`src/shared/flash_pp_pkg.sv`:
```
// Constants, codes and types for the parallel-mode flash programming host.
// Assumes a 40 MHz system clock and one byte-wide flash on multiplexed pins.
package flash_pp_pkg;

    // ==========================================================
    // Widths and clock
    // ==========================================================
    localparam int ADDR_W = 22;          // Full byte address, row plus column
    localparam int PIN_ADDR_W = 11;      // Multiplexed address pins
    localparam int CLK_PERIOD_NS = 25;   // sys_clk period

    // ==========================================================
    // Timing figures and derived cycle counts
    // ==========================================================
    localparam int WE_LOW_MIN_NS = 5;    // Shorter strobes are ignored by the flash
    localparam int WE_LOW_CALC = (WE_LOW_MIN_NS + CLK_PERIOD_NS - 1) / CLK_PERIOD_NS;
    localparam logic [1:0] WE_LOW_CYC = 2'((WE_LOW_CALC < 1) ? 1 : WE_LOW_CALC);
    localparam logic [1:0] READ_WAIT_CYC = 2'h2;  // Output enable low time for a read
    localparam int SETTLE_US = 1;        // Whole bus valid this long after completion
    localparam logic [11:0] SETTLE_CYC =
        12'((SETTLE_US * 1000 + CLK_PERIOD_NS - 1) / CLK_PERIOD_NS);
    localparam int PROG_MAX_US = 20;     // Longest byte program
    localparam logic [11:0] PROG_MAX_CYC = 12'((PROG_MAX_US * 1000) / CLK_PERIOD_NS);

    // ==========================================================
    // Command sequence addresses and data
    // ==========================================================
    localparam logic [21:0] UNLOCK_ADDR_A = 22'h005555;
    localparam logic [21:0] UNLOCK_ADDR_B = 22'h002AAA;
    localparam logic [21:0] EXIT_ADDR = 22'h000000;
    localparam logic [7:0] UNLOCK_DATA_A = 8'hAA;
    localparam logic [7:0] UNLOCK_DATA_B = 8'h55;
    localparam logic [7:0] CODE_PROGRAM = 8'hA0;
    localparam logic [7:0] CODE_ERASE = 8'h80;
    localparam logic [7:0] CODE_ID_ENTRY = 8'h90;
    localparam logic [7:0] CODE_ID_EXIT = 8'hF0;
    localparam logic [7:0] CODE_SECTOR = 8'h30;
    localparam logic [7:0] CODE_BLOCK = 8'h50;
    localparam logic [7:0] CODE_CHIP = 8'h10;

    // ==========================================================
    // Operations offered to the user
    // ==========================================================
    typedef enum logic [2:0] {
        OP_READ = 3'h0,
        OP_PROGRAM = 3'h1,
        OP_SECTOR_ERASE = 3'h2,
        OP_BLOCK_ERASE = 3'h3,
        OP_CHIP_ERASE = 3'h4,
        OP_ID_ENTRY = 3'h5,
        OP_ID_EXIT = 3'h6
    } op_type;

endpackage : flash_pp_pkg

```
`src/verilog/pp_bus_cycle.sv`:
```
// One bus cycle on the multiplexed flash pins: row, column, then strobe.
// Assumes the caller starts a cycle only while none is running.
`timescale 1ns/1ps
module pp_bus_cycle (
    input wire logic sys_clk,
    input wire logic resetn,
    input wire logic start,
    input wire logic is_write,
    input wire logic [21:0] addr,
    input wire logic [7:0] wdata,
    output logic done,
    output logic [7:0] rdata,
    output logic [10:0] pin_addr,
    output logic rc_n,
    output logic oe_n,
    output logic we_n,
    input wire logic [7:0] dq_in,
    output logic [7:0] dq_out,
    output logic dq_oe
);
    import flash_pp_pkg::*;

    // ==========================================================
    // State
    // ==========================================================
    typedef enum logic [2:0] {
        C_IDLE = 3'h0,
        C_ROWL = 3'h1,
        C_COL = 3'h2,
        C_COLH = 3'h3,
        C_STRB = 3'h4,
        C_END = 3'h5
    } cyc_state_type;

    typedef struct packed {
        cyc_state_type state;
        logic [21:0] addr;   // Latched address
        logic write;         // Cycle kind
        logic [1:0] cnt;     // Strobe length counter
        logic [7:0] rdata;
        logic done;
        logic [10:0] pa;
        logic rc_n;
        logic oe_n;
        logic we_n;
        logic [7:0] dq_out;
        logic dq_oe;
    } cyc_reg_type;

    cyc_reg_type r_reg, r_next;
    logic [1:0] limit;       // Strobe length of this cycle

    // Next-state logic
    always_comb begin
        r_next = r_reg;
        r_next.done = 1'b0;
        limit = r_reg.write ? WE_LOW_CYC : READ_WAIT_CYC;
        case (r_reg.state)
            C_IDLE: begin
                if (start) begin
                    r_next.addr = addr;
                    r_next.write = is_write;
                    r_next.dq_out = wdata;
                    r_next.pa = addr[10:0];
                    r_next.rc_n = 1'b1;
                    r_next.state = C_ROWL;
                end
            end
            C_ROWL: begin
                // Falling select latches the row half
                r_next.rc_n = 1'b0;
                r_next.state = C_COL;
            end
            C_COL: begin
                r_next.pa = r_reg.addr[21:11];
                r_next.state = C_COLH;
            end
            C_COLH: begin
                // Rising select latches the column half; data set up early
                r_next.rc_n = 1'b1;
                r_next.dq_oe = r_reg.write;
                r_next.cnt = 2'h0;
                r_next.state = C_STRB;
            end
            C_STRB: begin
                // Output enable stays high through writes
                if (r_reg.write) begin
                    r_next.we_n = 1'b0;  // Never shorter than one period
                end else begin
                    r_next.oe_n = 1'b0;
                end
                r_next.cnt = r_reg.cnt + 2'h1;
                if (r_reg.cnt + 2'h1 >= limit) begin
                    r_next.state = C_END;
                end
            end
            C_END: begin
                // Rising write strobe hands the byte to the flash
                r_next.rdata = r_reg.write ? r_reg.rdata : dq_in;
                r_next.we_n = 1'b1;
                r_next.oe_n = 1'b1;
                r_next.done = 1'b1;
                r_next.state = C_IDLE;
            end
            default: begin
                r_next.state = C_IDLE;
            end
        endcase
        // Data released only once the strobe is back high
        if (r_reg.state == C_IDLE) begin
            r_next.dq_oe = 1'b0;
        end
    end

    // State register
    always_ff @(posedge sys_clk or negedge resetn) begin
        if (!resetn) begin
            r_reg <= '{state: C_IDLE, addr: 22'h000000, write: 1'b0, cnt: 2'h0,
                       rdata: 8'h00, done: 1'b0, pa: 11'h000, rc_n: 1'b1,
                       oe_n: 1'b1, we_n: 1'b1, dq_out: 8'h00, dq_oe: 1'b0};
        end else begin
            r_reg <= r_next;
        end
    end

    assign done = r_reg.done;
    assign rdata = r_reg.rdata;
    assign pin_addr = r_reg.pa;
    assign rc_n = r_reg.rc_n;
    assign oe_n = r_reg.oe_n;
    assign we_n = r_reg.we_n;
    assign dq_out = r_reg.dq_out;
    assign dq_oe = r_reg.dq_oe;
endmodule : pp_bus_cycle

```
`src/verilog/flash_pp_host.sv`:
```
// Host sequencer that programs, erases and identifies a parallel-mode flash.
// Assumes one flash on the pins and a user that waits for cmd_ready.
//
// How it works
// - Final read waits one microsecond after completion.
// - Poll only inside the valid address range.
// - Completion accepted after two matching rereads.
// - Program sends AA, 55, A0, then byte.
// - Erase sends six-cycle sequence with code.
// - Sequence cycles issued with two idle clocks between them.
// - Low pin count range, not used here.
`timescale 1ns/1ps
module flash_pp_host (
    input wire logic sys_clk,
    input wire logic resetn,
    input wire logic cmd_valid,
    output logic cmd_ready,
    input wire flash_pp_pkg::op_type cmd_op,
    input wire logic [21:0] cmd_addr,
    input wire logic [7:0] cmd_data,
    output logic cmd_done,
    output logic cmd_err,
    output logic [7:0] cmd_rdata,
    output logic flash_rst_n,
    output logic [10:0] flash_addr,
    output logic flash_rc_n,
    output logic flash_oe_n,
    output logic flash_we_n,
    input wire logic [7:0] flash_dq_in,
    output logic [7:0] flash_dq_out,
    output logic flash_dq_oe
);
    import flash_pp_pkg::*;

    // ==========================================================
    // Sequence tables
    // ==========================================================
    // Number of write cycles in each command
    function automatic logic [2:0] seq_len(input op_type op);
        case (op)
            OP_PROGRAM: seq_len = 3'h4;
            OP_SECTOR_ERASE, OP_BLOCK_ERASE, OP_CHIP_ERASE: seq_len = 3'h6;
            OP_ID_ENTRY: seq_len = 3'h3;
            OP_ID_EXIT: seq_len = 3'h1;
            default: seq_len = 3'h0;
        endcase
    endfunction : seq_len

    // Address and data of one write cycle; unused upper bits stay zero
    function automatic logic [29:0] seq_step(input op_type op, input logic [2:0] idx,
                                             input logic [21:0] a, input logic [7:0] d);
        logic [7:0] code;
        code = CODE_ERASE;
        if (op == OP_PROGRAM) code = CODE_PROGRAM;
        if (op == OP_ID_ENTRY) code = CODE_ID_ENTRY;
        seq_step = {UNLOCK_ADDR_A, UNLOCK_DATA_A};
        if (op == OP_ID_EXIT) begin
            seq_step = {EXIT_ADDR, CODE_ID_EXIT};  // Single-cycle exit
        end else begin
            case (idx)
                3'h1: seq_step = {UNLOCK_ADDR_B, UNLOCK_DATA_B};
                3'h2: seq_step = {UNLOCK_ADDR_A, code};
                3'h3: seq_step = (op == OP_PROGRAM) ? {a, d}
                                                   : {UNLOCK_ADDR_A, UNLOCK_DATA_A};
                3'h4: seq_step = {UNLOCK_ADDR_B, UNLOCK_DATA_B};
                3'h5: begin
                    case (op)
                        OP_SECTOR_ERASE: seq_step = {a, CODE_SECTOR};
                        OP_BLOCK_ERASE: seq_step = {a, CODE_BLOCK};
                        default: seq_step = {UNLOCK_ADDR_A, CODE_CHIP};
                    endcase
                end
                default: seq_step = {UNLOCK_ADDR_A, UNLOCK_DATA_A};
            endcase
        end
    endfunction : seq_step

    // ==========================================================
    // State
    // ==========================================================
    typedef enum logic [3:0] {
        S_IDLE = 4'h0,
        S_SEND = 4'h1,
        S_WAITW = 4'h2,
        S_POLL = 4'h3,
        S_WAITR = 4'h4,
        S_SETTLE = 4'h5,
        S_FINAL = 4'h6,
        S_WAITF = 4'h7,
        S_DONE = 4'h8
    } seq_state_type;

    typedef struct packed {
        seq_state_type state;
        op_type op;
        logic [21:0] addr;    // Target address
        logic [7:0] data;     // Byte to program
        logic [2:0] idx;      // Cycle within the sequence
        logic [1:0] confirms; // Matching rereads so far
        logic [11:0] timer;   // Poll and settle timer
        logic [7:0] rdata;
        logic err;
        logic frst_n;
    } main_reg_type;

    main_reg_type r_reg, r_next;
    logic [29:0] step;
    logic [21:0] poll_addr;
    logic cyc_start, cyc_write, cyc_done;
    logic [21:0] cyc_addr;
    logic [7:0] cyc_rdata;
    logic poll_ok;

    // Cycle requests and addresses
    always_comb begin
        step = seq_step(r_reg.op, r_reg.idx, r_reg.addr, r_reg.data);
        // Chip erase polls a fixed in-range location
        poll_addr = (r_reg.op == OP_CHIP_ERASE) ? UNLOCK_ADDR_A : r_reg.addr;
        cyc_start = (r_reg.state == S_SEND) || (r_reg.state == S_POLL) ||
                    (r_reg.state == S_FINAL);
        cyc_write = (r_reg.state == S_SEND);
        if (r_reg.state == S_SEND) begin
            cyc_addr = step[29:8];
        end else if (r_reg.state == S_POLL) begin
            cyc_addr = poll_addr;
        end else begin
            cyc_addr = r_reg.addr;
        end
        // Program polls for the true bit, erase for one
        poll_ok = (r_reg.op == OP_PROGRAM) ? (cyc_rdata[7] == r_reg.data[7])
                                           : cyc_rdata[7];
    end

    // Next-state logic
    always_comb begin
        r_next = r_reg;
        r_next.frst_n = 1'b1;  // Flash leaves reset one edge after ours
        if (r_reg.state == S_POLL || r_reg.state == S_WAITR ||
            r_reg.state == S_SETTLE) begin
            r_next.timer = (r_reg.timer == 12'hFFF) ? r_reg.timer : r_reg.timer + 12'h001;
        end
        case (r_reg.state)
            S_IDLE: begin
                // Only accepted between operations
                if (cmd_valid && r_reg.frst_n) begin
                    r_next.op = cmd_op;
                    r_next.addr = cmd_addr;
                    r_next.data = cmd_data;
                    r_next.idx = 3'h0;
                    r_next.err = 1'b0;
                    r_next.state = (cmd_op == OP_READ) ? S_FINAL : S_SEND;
                end
            end
            S_SEND: begin
                r_next.state = S_WAITW;
            end
            S_WAITW: begin
                if (cyc_done) begin
                    if (r_reg.idx == seq_len(r_reg.op) - 3'h1) begin
                        // Status valid right after the last strobe
                        r_next.timer = 12'h000;
                        r_next.confirms = 2'h0;
                        r_next.state = (r_reg.op == OP_ID_ENTRY || r_reg.op == OP_ID_EXIT)
                                       ? S_DONE : S_POLL;
                    end else begin
                        r_next.idx = r_reg.idx + 3'h1;  // Two idle clocks before the next cycle
                        r_next.state = S_SEND;
                    end
                end
            end
            S_POLL: begin
                r_next.state = S_WAITR;
            end
            S_WAITR: begin
                if (cyc_done) begin
                    if (poll_ok && r_reg.confirms == 2'h2) begin
                        r_next.timer = 12'h000;
                        r_next.state = (r_reg.op == OP_PROGRAM) ? S_SETTLE : S_DONE;
                    end else if (poll_ok) begin
                        // A racing read may mislead; reread twice
                        r_next.confirms = r_reg.confirms + 2'h1;
                        r_next.state = S_POLL;
                    end else if (r_reg.op == OP_PROGRAM && r_reg.timer >= PROG_MAX_CYC) begin
                        r_next.err = 1'b1;  // Overran the program time
                        r_next.state = S_DONE;
                    end else begin
                        r_next.confirms = 2'h0;
                        r_next.state = S_POLL;
                    end
                end
            end
            S_SETTLE: begin
                // Other data bits may lag the poll bit
                if (r_reg.timer >= SETTLE_CYC - 12'h001) begin
                    r_next.state = S_FINAL;
                end
            end
            S_FINAL: begin
                r_next.state = S_WAITF;
            end
            S_WAITF: begin
                if (cyc_done) begin
                    r_next.rdata = cyc_rdata;
                    r_next.state = S_DONE;
                end
            end
            S_DONE: begin
                r_next.state = S_IDLE;
            end
            default: begin
                r_next.state = S_IDLE;
            end
        endcase
    end

    // State register
    always_ff @(posedge sys_clk or negedge resetn) begin
        if (!resetn) begin
            r_reg <= '{state: S_IDLE, op: OP_READ, addr: 22'h000000, data: 8'h00,
                       idx: 3'h0, confirms: 2'h0, timer: 12'h000, rdata: 8'h00,
                       err: 1'b0, frst_n: 1'b0};
        end else begin
            r_reg <= r_next;
        end
    end

    assign cmd_ready = (r_reg.state == S_IDLE) && r_reg.frst_n;
    assign cmd_done = (r_reg.state == S_DONE);
    assign cmd_err = r_reg.err;
    assign cmd_rdata = r_reg.rdata;
    assign flash_rst_n = r_reg.frst_n;

    // ==========================================================
    // Pin cycle engine
    // ==========================================================
    // Row on falling select, column on rising, data at rising strobe
    pp_bus_cycle u_cycle (
        .sys_clk(sys_clk),
        .resetn(resetn),
        .start(cyc_start),
        .is_write(cyc_write),
        .addr(cyc_addr),
        .wdata(step[7:0]),
        .done(cyc_done),
        .rdata(cyc_rdata),
        .pin_addr(flash_addr),
        .rc_n(flash_rc_n),
        .oe_n(flash_oe_n),
        .we_n(flash_we_n),
        .dq_in(flash_dq_in),
        .dq_out(flash_dq_out),
        .dq_oe(flash_dq_oe)
    );
endmodule : flash_pp_host

```
`config.mk`:
```
export PLATFORM = sky130hd
export DESIGN_NAME = flash_pp_host
export DESIGN_NICKNAME = d
export VERILOG_FILES = /design/src/shared/flash_pp_pkg.sv /design/src/verilog/pp_bus_cycle.sv /design/src/verilog/flash_pp_host.sv
export SDC_FILE = /design/constraint.sdc
export NUM_CORES = 1
export LEC_CHECK = 0
export BUFFER_PORTS_ARGS = -buffer_cell sky130_fd_sc_hd__buf_2
export CORE_ASPECT_RATIO = 0.7
export CORE_UTILIZATION = 40
export CTS_BUF_LIST = sky130_fd_sc_hd__clkbuf_8
export DETAILED_ROUTE_END_ITERATION = 8
export GPL_ROUTABILITY_DRIVEN = 0
export HOLD_SLACK_MARGIN = 0.02
export PLACE_DENSITY = 0.58
export SKIP_LAST_GASP = 1
export SYNTH_ARGS = -nofsm -noshare
export SYNTH_HDL_FRONTEND = slang
export SYNTH_SLANG_ARGS = --single-unit
```
`constraint.sdc`:
```
create_clock -name sys_clk -period 7.1 [get_ports sys_clk]
set_input_delay 0 -clock sys_clk [delete_from_list [all_inputs] [get_ports sys_clk]]
set_output_delay 0 -clock sys_clk [all_outputs]
set_load 0.01 [all_outputs]
```
Yosys cells after proc, flatten, opt, wreduce, memory -nomap -nowiden
Cells that the tools add are included.
Storage, ports and cells
  output and inout port bits: 35
  bits in registers: 124
  word-level logic and storage cells: 167
  input bits: 44
Cells by class
  add/subtract/negate cells: 5
  magnitude comparators: 3
  bitwise operators: 1
  muxes and demuxes: 58
  equality and inequality tests: 43
  reduce and logical (&&, ||, !) cells: 35
Operators with widths (number)
  30-bit one-hot mux with 4 select lines: 1
  22-bit 2-to-1 mux: 3
  30-bit 2-to-1 mux: 2
  30-bit one-hot mux with 2 select lines: 1
  12-bit 2-to-1 mux: 4
  4-bit 2-to-1 mux: 10
  40-bit 2-to-1 mux: 1
  4-bit one-hot mux with 8 select lines: 1
  14-bit 2-to-1 mux: 2
  14-bit one-hot mux with 2 select lines: 1
  26-bit 2-to-1 mux: 1
  11-bit one-hot mux with 2 select lines: 1
  3-bit equality test (second input constant): 7
  3-bit by 2-bit equality test with 1-bit output (second input constant): 6
  2-bit AND reduction: 9
  17-bit 2-to-1 mux: 1
  4-bit by 3-bit equality test with 1-bit output (second input constant): 4
  3-bit 2-to-1 mux: 5
  3-bit one-hot mux with 5 select lines: 1
  2-bit by 1-bit inequality test with 1-bit output (second input constant): 7
  2-bit inequality test (second input constant): 7
  2-bit nonzero test: 7
  12-bit by 1-bit adder with 12-bit output (second input constant): 1
  12-bit equality test (second input constant): 1
  other kinds (33): 61

Longest topological paths before layout
Gate-level depths: netlist of run 1.
  word-level depth: 10
  gate-level depth with buffers: 10
  gate-level depth less buffers: 8

By module
A second synthesis of run 1 with hierarchy kept.
Unflattened totals
  cell total of the unflattened synthesis: 673
  area, all modules: 6461.2 um^2
Modules (own cells, without submodules)
  flash_pp_host: area an instance 4020.1 um^2, times used 1, sequential area each 1601.5 um^2, cells an instance 483
  pp_bus_cycle: area an instance 2441.1 um^2, times used 1, sequential area each 1229.9 um^2, cells an instance 190

Worst setup path after synthesis of run 1
No wires, ideal clock.
  kind: reg2reg
  from: reg r_reg[59] (netlist bit)
  to: reg r_reg[10] (netlist bit)
  data required time: 6981 ps
  cell stages (with the launch flop): 11
  clock period less this slack: 2444 ps
  arrival: 2325 ps
  path buffers: 3
  setup slack: 4656 ps
  library setup time: 119 ps
  cells stage by stage: dfrtp_1 -> buf_2 -> clkbuf_1 -> nand2_1 -> ha_1 -> xnor2_1 -> xnor3_1 -> a211o_1 -> a211oi_2 -> buf_6 -> nor2_2
RTL lines
  start: declaration: RTL line flash_pp_host.sv:106  | main_reg_type r_reg, r_next;
  start signal: assignment: RTL line flash_pp_host.sv:219  | r_reg <= '{state: S_IDLE, op: OP_READ, addr: 22'h000000, data: 8'h00,
  start signal: assignment: RTL line flash_pp_host.sv:223  | r_reg <= r_next;

==> results of run 1 <==
## power by group
group	internal [W]	switching [W]	leakage, nW
Sequential	0.000644	0.000000296	1.55
Clock	0.000325	0.000268	0.201
Combinational	0.0000244	0.0000202	1.72
## what timing repair did
action | 4_1_cts | 5_1_grt
resized for setup | 0 | 0
endpoints found under the hold margin | 79 | 0
hold buffers | 42 | 0
## placed cells by master (no fill, tap or decap), types with 3 or more instances in the layout
master           n
xor2_1           9
nand2b_1        10
nand3b_1         5
nand2_1        166
o21ai_0         51
o2bb2ai_1        4
dlygate4sd3_1   42
a211oi_1         8
buf_4            6
nand3_1         13
nor3_1           6
inv_1           16
nor2b_1          3
a21oi_1         24
and2_1           5
nand4_1         11
a21o_1           4
nor2_2          11
nor4b_1          3
ha_1            11
buf_2           77
clkinv_2         4
xnor2_1          4
mux2_2          17
clkbuf_8        19
dfstp_2          3
dfrtp_1        110
o21ai_1         17
a31oi_1         14
o311a_1          3
mux2i_1          7
and4_1           3
nor2_1          29
clkinvlp_4       3
## worst reg2reg max path, delay by kind of cell, from the launching register on
| family | cells | cell delay [ps] |
|---|---|---|
| AOI/OAI and AO/OA | 3 | 1390 |
| xor gates and xnor gates | 3 | 820 |
| DFF | 1 | 620 |
| adders and majority gates | 1 | 240 |
| and+or+nand+nor | 1 | 120 |
## cell usage after synthesis, drive strengths merged (3+ instances only)
| master | count |
|---|---|
| dfstp | 3 |
| nor3 | 6 |
| buf | 38 |
| and2 | 5 |
| o2bb2ai | 4 |
| xnor2 | 4 |
| mux2 | 17 |
| and4 | 3 |
| mux2i | 7 |
| a21o | 5 |
| nor2 | 40 |
| inv | 14 |
| nand3b | 5 |
| nand2b | 10 |
| ha | 11 |
| a31oi | 14 |
| nand3 | 13 |
| dfrtp | 110 |
| a21oi | 26 |
| a211oi | 10 |
| o311a | 3 |
| nor2b | 3 |
| nand4 | 11 |
| clkbuf | 24 |
| o21ai | 69 |
| nand2 | 166 |
| nor4b | 4 |
| xor2 | 9 |
## through the flow
step                util [%]  area [um^2]
floorplan                  -         6055
global placement       43.23         6364
detailed placement     43.23         6364
CTS                    48.69         7168
global route           48.69         7168
finish                 48.69         7168
## how the worst min path moves through the flow
stage / end / slack [ps] / depth (start not counted)
after floorplan: cmd_err / -300 / 0
after global placement: u_cycle.pin_addr[0] / -0.2 / 1
after detailed placement: r_reg[36] / 6 / 1
after CTS: r_reg[36] / 90 / 2
after global routing: r_reg[36] / 110 / 2
final: r_reg[36] / 80 / 2
## metal layers
layer | vias to the layer above | wire [um]
li1 | 2459 | -
met1 | 2378 | 7537
met2 | 154 | 6231
met3 | 16 | 852
met4 | 0 | 180
met5 | - | 0
## logic make-up (layout without fill, tap and decap cells)
family | after synthesis | in the layout | share of synthesized area, %
flops | 113 | 113 | 46.77
fa+ha+maj | 11 | 11 | 2.273
other cells | 1 | 1 | 0.06194
compound gates | 154 | 154 | 16.04
buf+inv | 76 | 171 | 6.902
simple gates | 278 | 278 | 21.02
xor+xnor | 15 | 15 | 2.624
mux | 24 | 24 | 4.319
## cell type report
type / count / area (um^2) / share of cell area [%]
clock buffer: 19 / 261.5 / 3.648
clock inverter: 13 / 122.6 / 1.711
inverter: 14 / 52.55 / 0.7331
multi-input combinational: 483 / 2805 / 39.13
sequential: 113 / 2831 / 39.50
tap: 195 / 244.0 / 3.404
timing repair buffer: 125 / 850.8 / 11.87
==> impl_metrics.yaml, run 1 <==
run_status:
  status: "completed"
global_route:
  grt_pass1_wl_um: 24240
  grt_use_met3_pct: 3.843
  met2_usage_pct: 28.31
  grt_max_degree: 77
  antenna_found_initial: 0
  gr-usage-all-layers_pct: 19.90
  grt_busiest_layer: "met1"
  grt_pass1_vias: 4733
  grt_use_met1_pct: 30.01
  grt_overflow: 0
critical_path:
  start_kind: "flop"
  crit_arrival_ps: 3610
  reg2reg_to: "r_reg[20]"
  slowest_stage: "a211oi_2"
  endpoint: "r_reg[20]"
  crit_path_end_kind: "flop"
  critPathLaunch: "r_reg[58]"
  r2r-start: "r_reg[58]"
  cp_max_fo: 13
  worstPathRequired_ps: 7340
  reg2reg_depth: 8
  reg2reg_slack_ps: 3730
  path_buf_inv: 0
  critPathTopFamily: "compound AO/OA/AOI/OAI gates"
  timing.critical_path.depth: 8
  crit_type: "reg2reg"
  critical_path.cell_chain: "xor2_1, nand2_1, ha_1, xnor2_1, xnor3_1, a211o_1, a211oi_2, a211oi_1"
  crit_path_max_incr_delay_ps: 990
sta:
  post-route-period-util_pct: 47.41
  worst_pin_slew_ps: 1203
  clock_skew_ps: 15.42
  fin_setup_tns_ps: 0
  relSlewSlack_pct: 19.68
  drv_slew: 0
  layout_min_cycle_time_ps: 3366
  hold_ws_ps: 82.79
  setup-violations-final: 0
  rsz0062_at_grt: "no"
  fmax_mhz: 297.1
  setup_ws_ps: 3734
  hold_viol: 0
clocking:
  cts_made_buffers: 17
  clock_sinks: 113
  cts_tree: "built"
  postCtsSetupBuffers: 0
  cts_max_path_buffers: 2
  clkTransAtPathRegs_ps: 80
  clock_latency_ps: 430
  cts_root_buffer: "clkbuf_8"
  htreeDepth: 4
logic_synthesis:
  synth_largest_area_cell: "dfrtp_1"
  async_flop_share_pct: 100.0
  synth_seq_cells: 113
  synth_top_area_share_pct: 45.46
  syn_area_um2: 6055
  ys.flop_type: "dfrtp_1"
  ys_top_cells_by_area: "dfrtp_1, nand2_1, o21ai_0"
  synth_edf_count: 0
  ys_types: 66
  syn_area_per_cell_um2: 9.010
  seq_area_frac_synth_pct: 46.77
  synthCells: 672
  yosysWarnings: 0
  syn_nets: 727
placement:
  pre_cts_ws_ps: 3791
  dp_cells: 888
  dp_hpwl_um: 10140
  io_buffers: 78
floorplanning:
  die_area_um2: 15640
  initial_utilization_pct: 41.13
  die-height_um: 104.9
  die_w_um: 149.1
  row_count: 37
  core-area_um2: 14720
  num_io_pins: 79
route:
  via_per_inst: 5.205
  wl_per_cell_um: 15.39
  ant_nets: 0
  first_iter_violations: 405
  drc: 0
  routed_wl_um: 14800
  firstDrtPassIters: 8
  vias: 5007
power:
  vdd_drop_max_mv: 0.1094
  p_leak_nw: 3.465
  power_w: 0.001282
  power_density_nw_per_um2: 178.9
job:
  cap_violations: 0
final_layout:
  fin_nets: 809
  n_antenna_cell: 0
  drive_above_1_share_pct: 20.34
  final_cells: 962
  largest_reg_flops: 54
  n_fill_cell: 1412
  area_delta_synth_final_pct: 18.39
min_path:
  hold_path.class: "in2async"
(Power assumes the default switching activity.)
==> inputs of run 2 (changes only) <==
Clock period 7.1 ns to 3.2 ns, I/O delays scaled along.
==> run 2 against run 1 <==
Critical endpoint unchanged. Clock power is 130% higher. Cell area is 1.1% higher. Worst hold slack improved by 15 ps. Global-route usage rose by 1.2 points. Sequential power up 120%. Register-to-register slack lost 3400 ps. Sequential share of layout area fell by 0.42 points. Flip-flop and latch count stayed put. Core utilization up 0.53 points. Combinational power rose by 120%. Clock-buffer cell count unchanged. Maximum frequency is 19% higher. Critical path type unchanged.
==> impl_metrics.yaml, run 2 (synthesized netlist as in run 1, its figures left out) <==
critical_path:
  worstPathRequired_ps: 3500
  cp_max_fo: 13
  crit_type: "reg2reg"
  crit_arrival_ps: 3120
  start_kind: "flop"
  crit_path_end_kind: "flop"
final_layout:
  final_common_cell: "nand2_1"
  n_fill_cell: 1427
  area_delta_synth_final_pct: 19.67
  drive_above_1_share_pct: 21.24
  final_cells: 967
  fin_nets: 814
  largest_reg_flops: 54
  final_area_um2: 7246
  n_antenna_cell: 0
  final_cell_mix: "nand2_1, dfrtp_1, buf_2"
sta:
  drv_slew: 0
  layout_min_cycle_time_ps: 2819
  relSlewSlack_pct: 39.29
  fmax_mhz: 354.8
  worst_pin_slew_ps: 910.6
  fin_setup_tns_ps: 0
  post-route-period-util_pct: 88.09
  setup-violations-final: 0
  clock_skew_ps: 14.08
  rsz0062_at_grt: "no"
  hold_viol: 0
clocking:
  cts_max_path_buffers: 2
  cts_made_buffers: 17
  cts_tree: "built"
  cts_root_buffer: "clkbuf_8"
  cts_resized: 0
  clock_sinks: 113
  htreeDepth: 4
  postCtsSetupBuffers: 0
  clkTransAtPathRegs_ps: 80
  clock_latency_ps: 430
floorplanning:
  row_count: 37
  die_w_um: 149.1
  die_area_um2: 15640
  initial_utilization_pct: 41.13
  die-height_um: 104.9
  num_io_pins: 79
  core-area_um2: 14720
global_route:
  grt_pass1_wl_um: 25790
  antenna_found_initial: 0
  grt_pass1_vias: 5110
  grt_overflow: 0
  grt_max_degree: 69
  gr-usage-all-layers_pct: 21.13
power:
  p_leak_nw: 3.485
  vdd_drop_max_mv: 0.2231
  power_w: 0.002922
  power_density_nw_per_um2: 403.3
route:
  drc: 0
  wl_per_cell_um: 15.98
  first_iter_violations: 421
  vias: 5167
  routed_wl_um: 15460
  ant_nets: 0
  firstDrtPassIters: 5
  via_per_inst: 5.343
placement:
  dp_cells: 893
  io_buffers: 78
  place_area_um2: 6414
  dp_hpwl_um: 10630
min_path:
  hold_path.class: "in2reg"
job:
  cap_violations: 0
run_status:
  status: "completed"
## run 2: cell types whose count changed in the layout (fill, tap and decap cells not counted)
cell	before	now
buf_4	6	10
clkinv_4	0	2
clkinvlp_4	3	5
inv_6	1	4
inv_1	16	13
buf_12	0	1
clkinv_2	4	0
## run 2: cell type report
cell class	instances	area [um^2]	share of cell area (%)
Clock buffer	19	261.5	3.609
Clock inverter	13	150.1	2.072
Inverter	14	52.55	0.7253
Multi-Input combinational cell	483	2805	38.72
Sequential cell	113	2831	39.08
Tap cell	195	244.0	3.367
Timing Repair Buffer	130	900.9	12.43
## run 2: power breakdown
part	internal [W]	leakage, nW	switching (W)
sequential	0.00143	1.55	0.000000701
combinational	0.0000558	1.75	0.0000447
clock	0.000745	0.192	0.000648
total	0.00223	3.48	0.000693
## run 2: per-layer routing
metal	wire [um]	part of all wire, %	track usage (%)
met2	6635	43	31.00
met5	0	0	0
met3	992	6.4	4.760
met1	7694	50	30.72
met4	136	0.88	6.414
## run 2: repair_timing
| action | 4_1_cts | 5_1_grt |
|---|---|---|
| endpoints found under the hold margin | 108 | 0 |
| endpoints found under the setup margin | 0 | 0 |
| hold buffers | 42 | 0 |
## run 2: final timing paths
path,start,end,slack (ps),depth (start not counted)
worst max register to register,r_reg[58],r_reg[20],380,9
min in group asynchronous,resetn,r_reg[46],230,2
worst max-delay path,r_reg[58],r_reg[20],380,9
worst min-delay path,cmd_valid,r_reg[62],100,5
max in group asynchronous,resetn,u_cycle.oe_n,2140,3
worst min register to register,u_cycle.dq_out[0],u_cycle.dq_out[0],480,2
## run 2: per-stage QoR
| step | worst slack [ps] | hold slack, ps | utilization [%] |
|---|---|---|---|
| after detailed placement | 434.0 | 192.2 | 43.57 |
| after global routing | 222.9 | 146.7 | 49.22 |
| after CTS | 394.6 | 79.86 | 49.22 |
| final | 381.3 | 97.41 | 49.22 |
| after global placement | 554.1 | 181.4 | 43.57 |
| after floorplan | 756.2 | -295.6 | - |
## run 2: critical path: stages (launching register included)
cell and delay [ps]:
dfrtp_1 630, xor2_1 320, nand2_1 130, ha_1 240
xnor2_1 220, xnor3_1 300, a211o_1 300, a211oi_2 210
buf_4 270, a211oi_1 80
==> inputs of run 3 (changes only) <==
Settings changed: GPL_TIMING_DRIVEN set to 1, PLACE_DENSITY 0.58 to 0.57, SYNTH_HIERARCHICAL set to 1.
==> run 3 against run 2 <==
Die area rose by 6.6%. Cell count fell by 0.52%. Power rose to 2.7 times the previous value.
==> impl_metrics.yaml, run 3 <==
final_layout:
  final_common_cell: "nand2_1"
  fin_nets: 804
  area_delta_synth_final_pct: 17.37
  final_cells: 962
  largest_reg_flops: 54
  final_cell_mix: "nand2_1, dfrtp_1, buf_2"
  n_antenna_cell: 0
  drive_above_1_share_pct: 24.28
critical_path:
  reg2reg_to: "r_reg[22]"
  worstPathRequired_ps: 3530
  reg2reg_depth: 7
  crit_type: "reg2reg"
  start_kind: "flop"
  reg2reg_slack_ps: 620
  crit_path_max_incr_delay_ps: 600
  timing.critical_path.depth: 7
  cp_max_fo: 12
  critical_path.cell_chain: "xor2_1, nand2_1, ha_1, xnor3_1, nand3_1, a211o_1, a31o_2"
  path_buf_inv: 0
  endpoint: "r_reg[22]"
  crit_arrival_ps: 2920
  r2r-start: "r_reg[57]"
  critPathLaunch: "r_reg[57]"
  crit_path_end_kind: "flop"
  critPathTopFamily: "XOR/XNOR gates"
  slowest_stage: "dfrtp_1"
global_route:
  antenna_found_initial: 0
  gr-usage-all-layers_pct: 20.25
  grt_max_degree: 69
  grt_overflow: 0
  grt_pass1_wl_um: 26080
  grt_pass1_vias: 4977
logic_synthesis:
  seq_area_frac_synth_pct: 43.82
  ys_types: 65
  yosys.area_share.simple_pct: 18.96
  synth_largest_area_cell: "dfrtp_1"
  synthCells: 673
  synth_edf_count: 0
  synth_seq_cells: 113
  synth_commonest_cells: "nand2_1, dfrtp_1, buf_4, nor2_1, o21ai_0"
  syn_nets: 728
  synth_fa_ha_area_share_pct: 2.285
  async_flop_share_pct: 100.0
  syn_area_um2: 6461
  synth_top_family_by_area: "simple AND/OR/NAND/NOR gates"
  synth_top_area_share_pct: 42.60
  synth.mux.area_fraction_pct: 7.998
  ys_top_cells_by_area: "dfrtp_1, nand2_1, mux2_4"
  synth_most_common_cell: "nand2_1"
  synth-xor-area-share_pct: 2.653
  yosysWarnings: 6
  ys.flop_type: "dfrtp_1"
  syn_area_per_cell_um2: 9.601
  synth_compound_area_share_pct: 15.22
sta:
  rsz0062_at_grt: "no"
  clock_skew_ps: 10.32
  post-route-period-util_pct: 80.67
  worst_pin_slew_ps: 745.8
  layout_min_cycle_time_ps: 2581
  fmax_mhz: 387.4
  hold_viol: 0
  relSlewSlack_pct: 50.15
  drv_slew: 0
  fin_setup_tns_ps: 0
  setup-violations-final: 0
  hold_ws_ps: 108.2
power:
  vdd_drop_max_mv: 0.3697
  power_w: 0.007757
  p_leak_nw: 3.628
  power_density_nw_per_um2: 1023
floorplanning:
  die_area_um2: 16670
  num_io_pins: 79
  die_w_um: 153.9
  row_count: 38
  initial_utilization_pct: 41.31
  core-area_um2: 15640
  die-height_um: 108.3
route:
  via_per_inst: 5.304
  wl_per_cell_um: 16.36
  vias: 5102
  ant_nets: 0
  routed_wl_um: 15740
  drc: 0
  first_iter_violations: 447
  firstDrtPassIters: 5
clocking:
  clock_latency_ps: 450
  cts_tree: "built"
  cts_root_buffer: "clkbuf_8"
  htreeDepth: 4
  cts_resized: 0
  clock_sinks: 113
  cts_made_buffers: 17
  clkTransAtPathRegs_ps: 70
  cts_max_path_buffers: 2
placement:
  dp_cells: 888
  io_buffers: 78
  dp_hpwl_um: 10730
run_status:
  status: "completed"
min_path:
  hold_path.class: "in2async"
job:
  cap_violations: 0
## run 3: changes by cell type after synthesis, sizes merged, moves of 11 or more
cell / before / now
nand2: 166 / 128
and3: 2 / 16
o21ai: 69 / 34
a221oi: 0 / 11
mux2: 17 / 36
buf: 38 / 57
inv: 14 / 26
## run 3: layout make-up
type	instances	area, um^2
Fill cell	1437	8059
Multi-Input combinational cell	463	3058
Sequential cell	113	2831
Timing Repair Buffer	128	885.9
Tap cell	200	250.2
Clock buffer	18	247.7
Clock inverter	14	212.7
Inverter	26	97.59
## run 3: how the worst min path moves through the flow
stage	cells past startpoint	start	slack [ps]	to
after floorplan	0	resetn	-300	cmd_err
after global placement	1	resetn	50	r_reg[27]
after detailed placement	1	resetn	60	r_reg[29]
after CTS	5	cmd_valid	60	r_reg[60]
after global routing	5	cmd_valid	70	r_reg[60]
final	2	resetn	110	r_reg[29]
## run 3: power breakdown
part	total, W	leakage (nW)	internal, W	switching [W]
clock network	0.00156	0.221	0.000944	0.000618
registers	0.00272	1.42	0.00205	0.000669
logic	0.00348	1.99	0.00162	0.00185
## run 3: routing by layer
| layer | vias to the layer above | part of all wire (%) | track usage (%) |
|---|---|---|---|
| li1 | 2445 | - | - |
| met1 | 2503 | 51 | 29.31 |
| met2 | 139 | 42 | 28.99 |
| met3 | 15 | 5.3 | 5.852 |
| met4 | 0 | 1.0 | 6.143 |
| met5 | - | 0 | 0 |
## run 3: through the flow
stage	setup WS [ps]	area, um^2	utilization [%]
2_1_floorplan	1004	6461	-
3_3_place_gp	768.5	6703	42.85
3_5_place_dp	650.0	6703	42.85
4_1_cts	656.4	7584	48.48
5_1_grt	462.9	7584	48.48
6_report	618.6	7584	48.48
## run 3: cells by family (layout without fill, tap and decap cells)
logic type | Yosys count | in the layout
simple gates | 257 | 257
compound gates | 135 | 135
flops | 113 | 113
buf+inv | 97 | 186
mux | 40 | 40
xor+xnor | 18 | 18
fa+ha+maj | 12 | 12
other cells | 1 | 1
## run 3: what timing repair did
action | 4_1_cts | 5_1_grt
hold buffers | 42 | 0
setup buffers | 0 | 0
endpoints found under the hold margin | 86 | 0
## run 3: worst reg2reg max path, delay by kind of cell, from the launching register on
| family | cells | cell delay [ps] |
|---|---|---|
| adders and majority gates | 1 | 240 |
| xor gates and xnor gates | 2 | 720 |
| and+or+nand+nor | 2 | 310 |
| DFF | 1 | 600 |
| AOI/OAI and AO/OA | 2 | 600 |
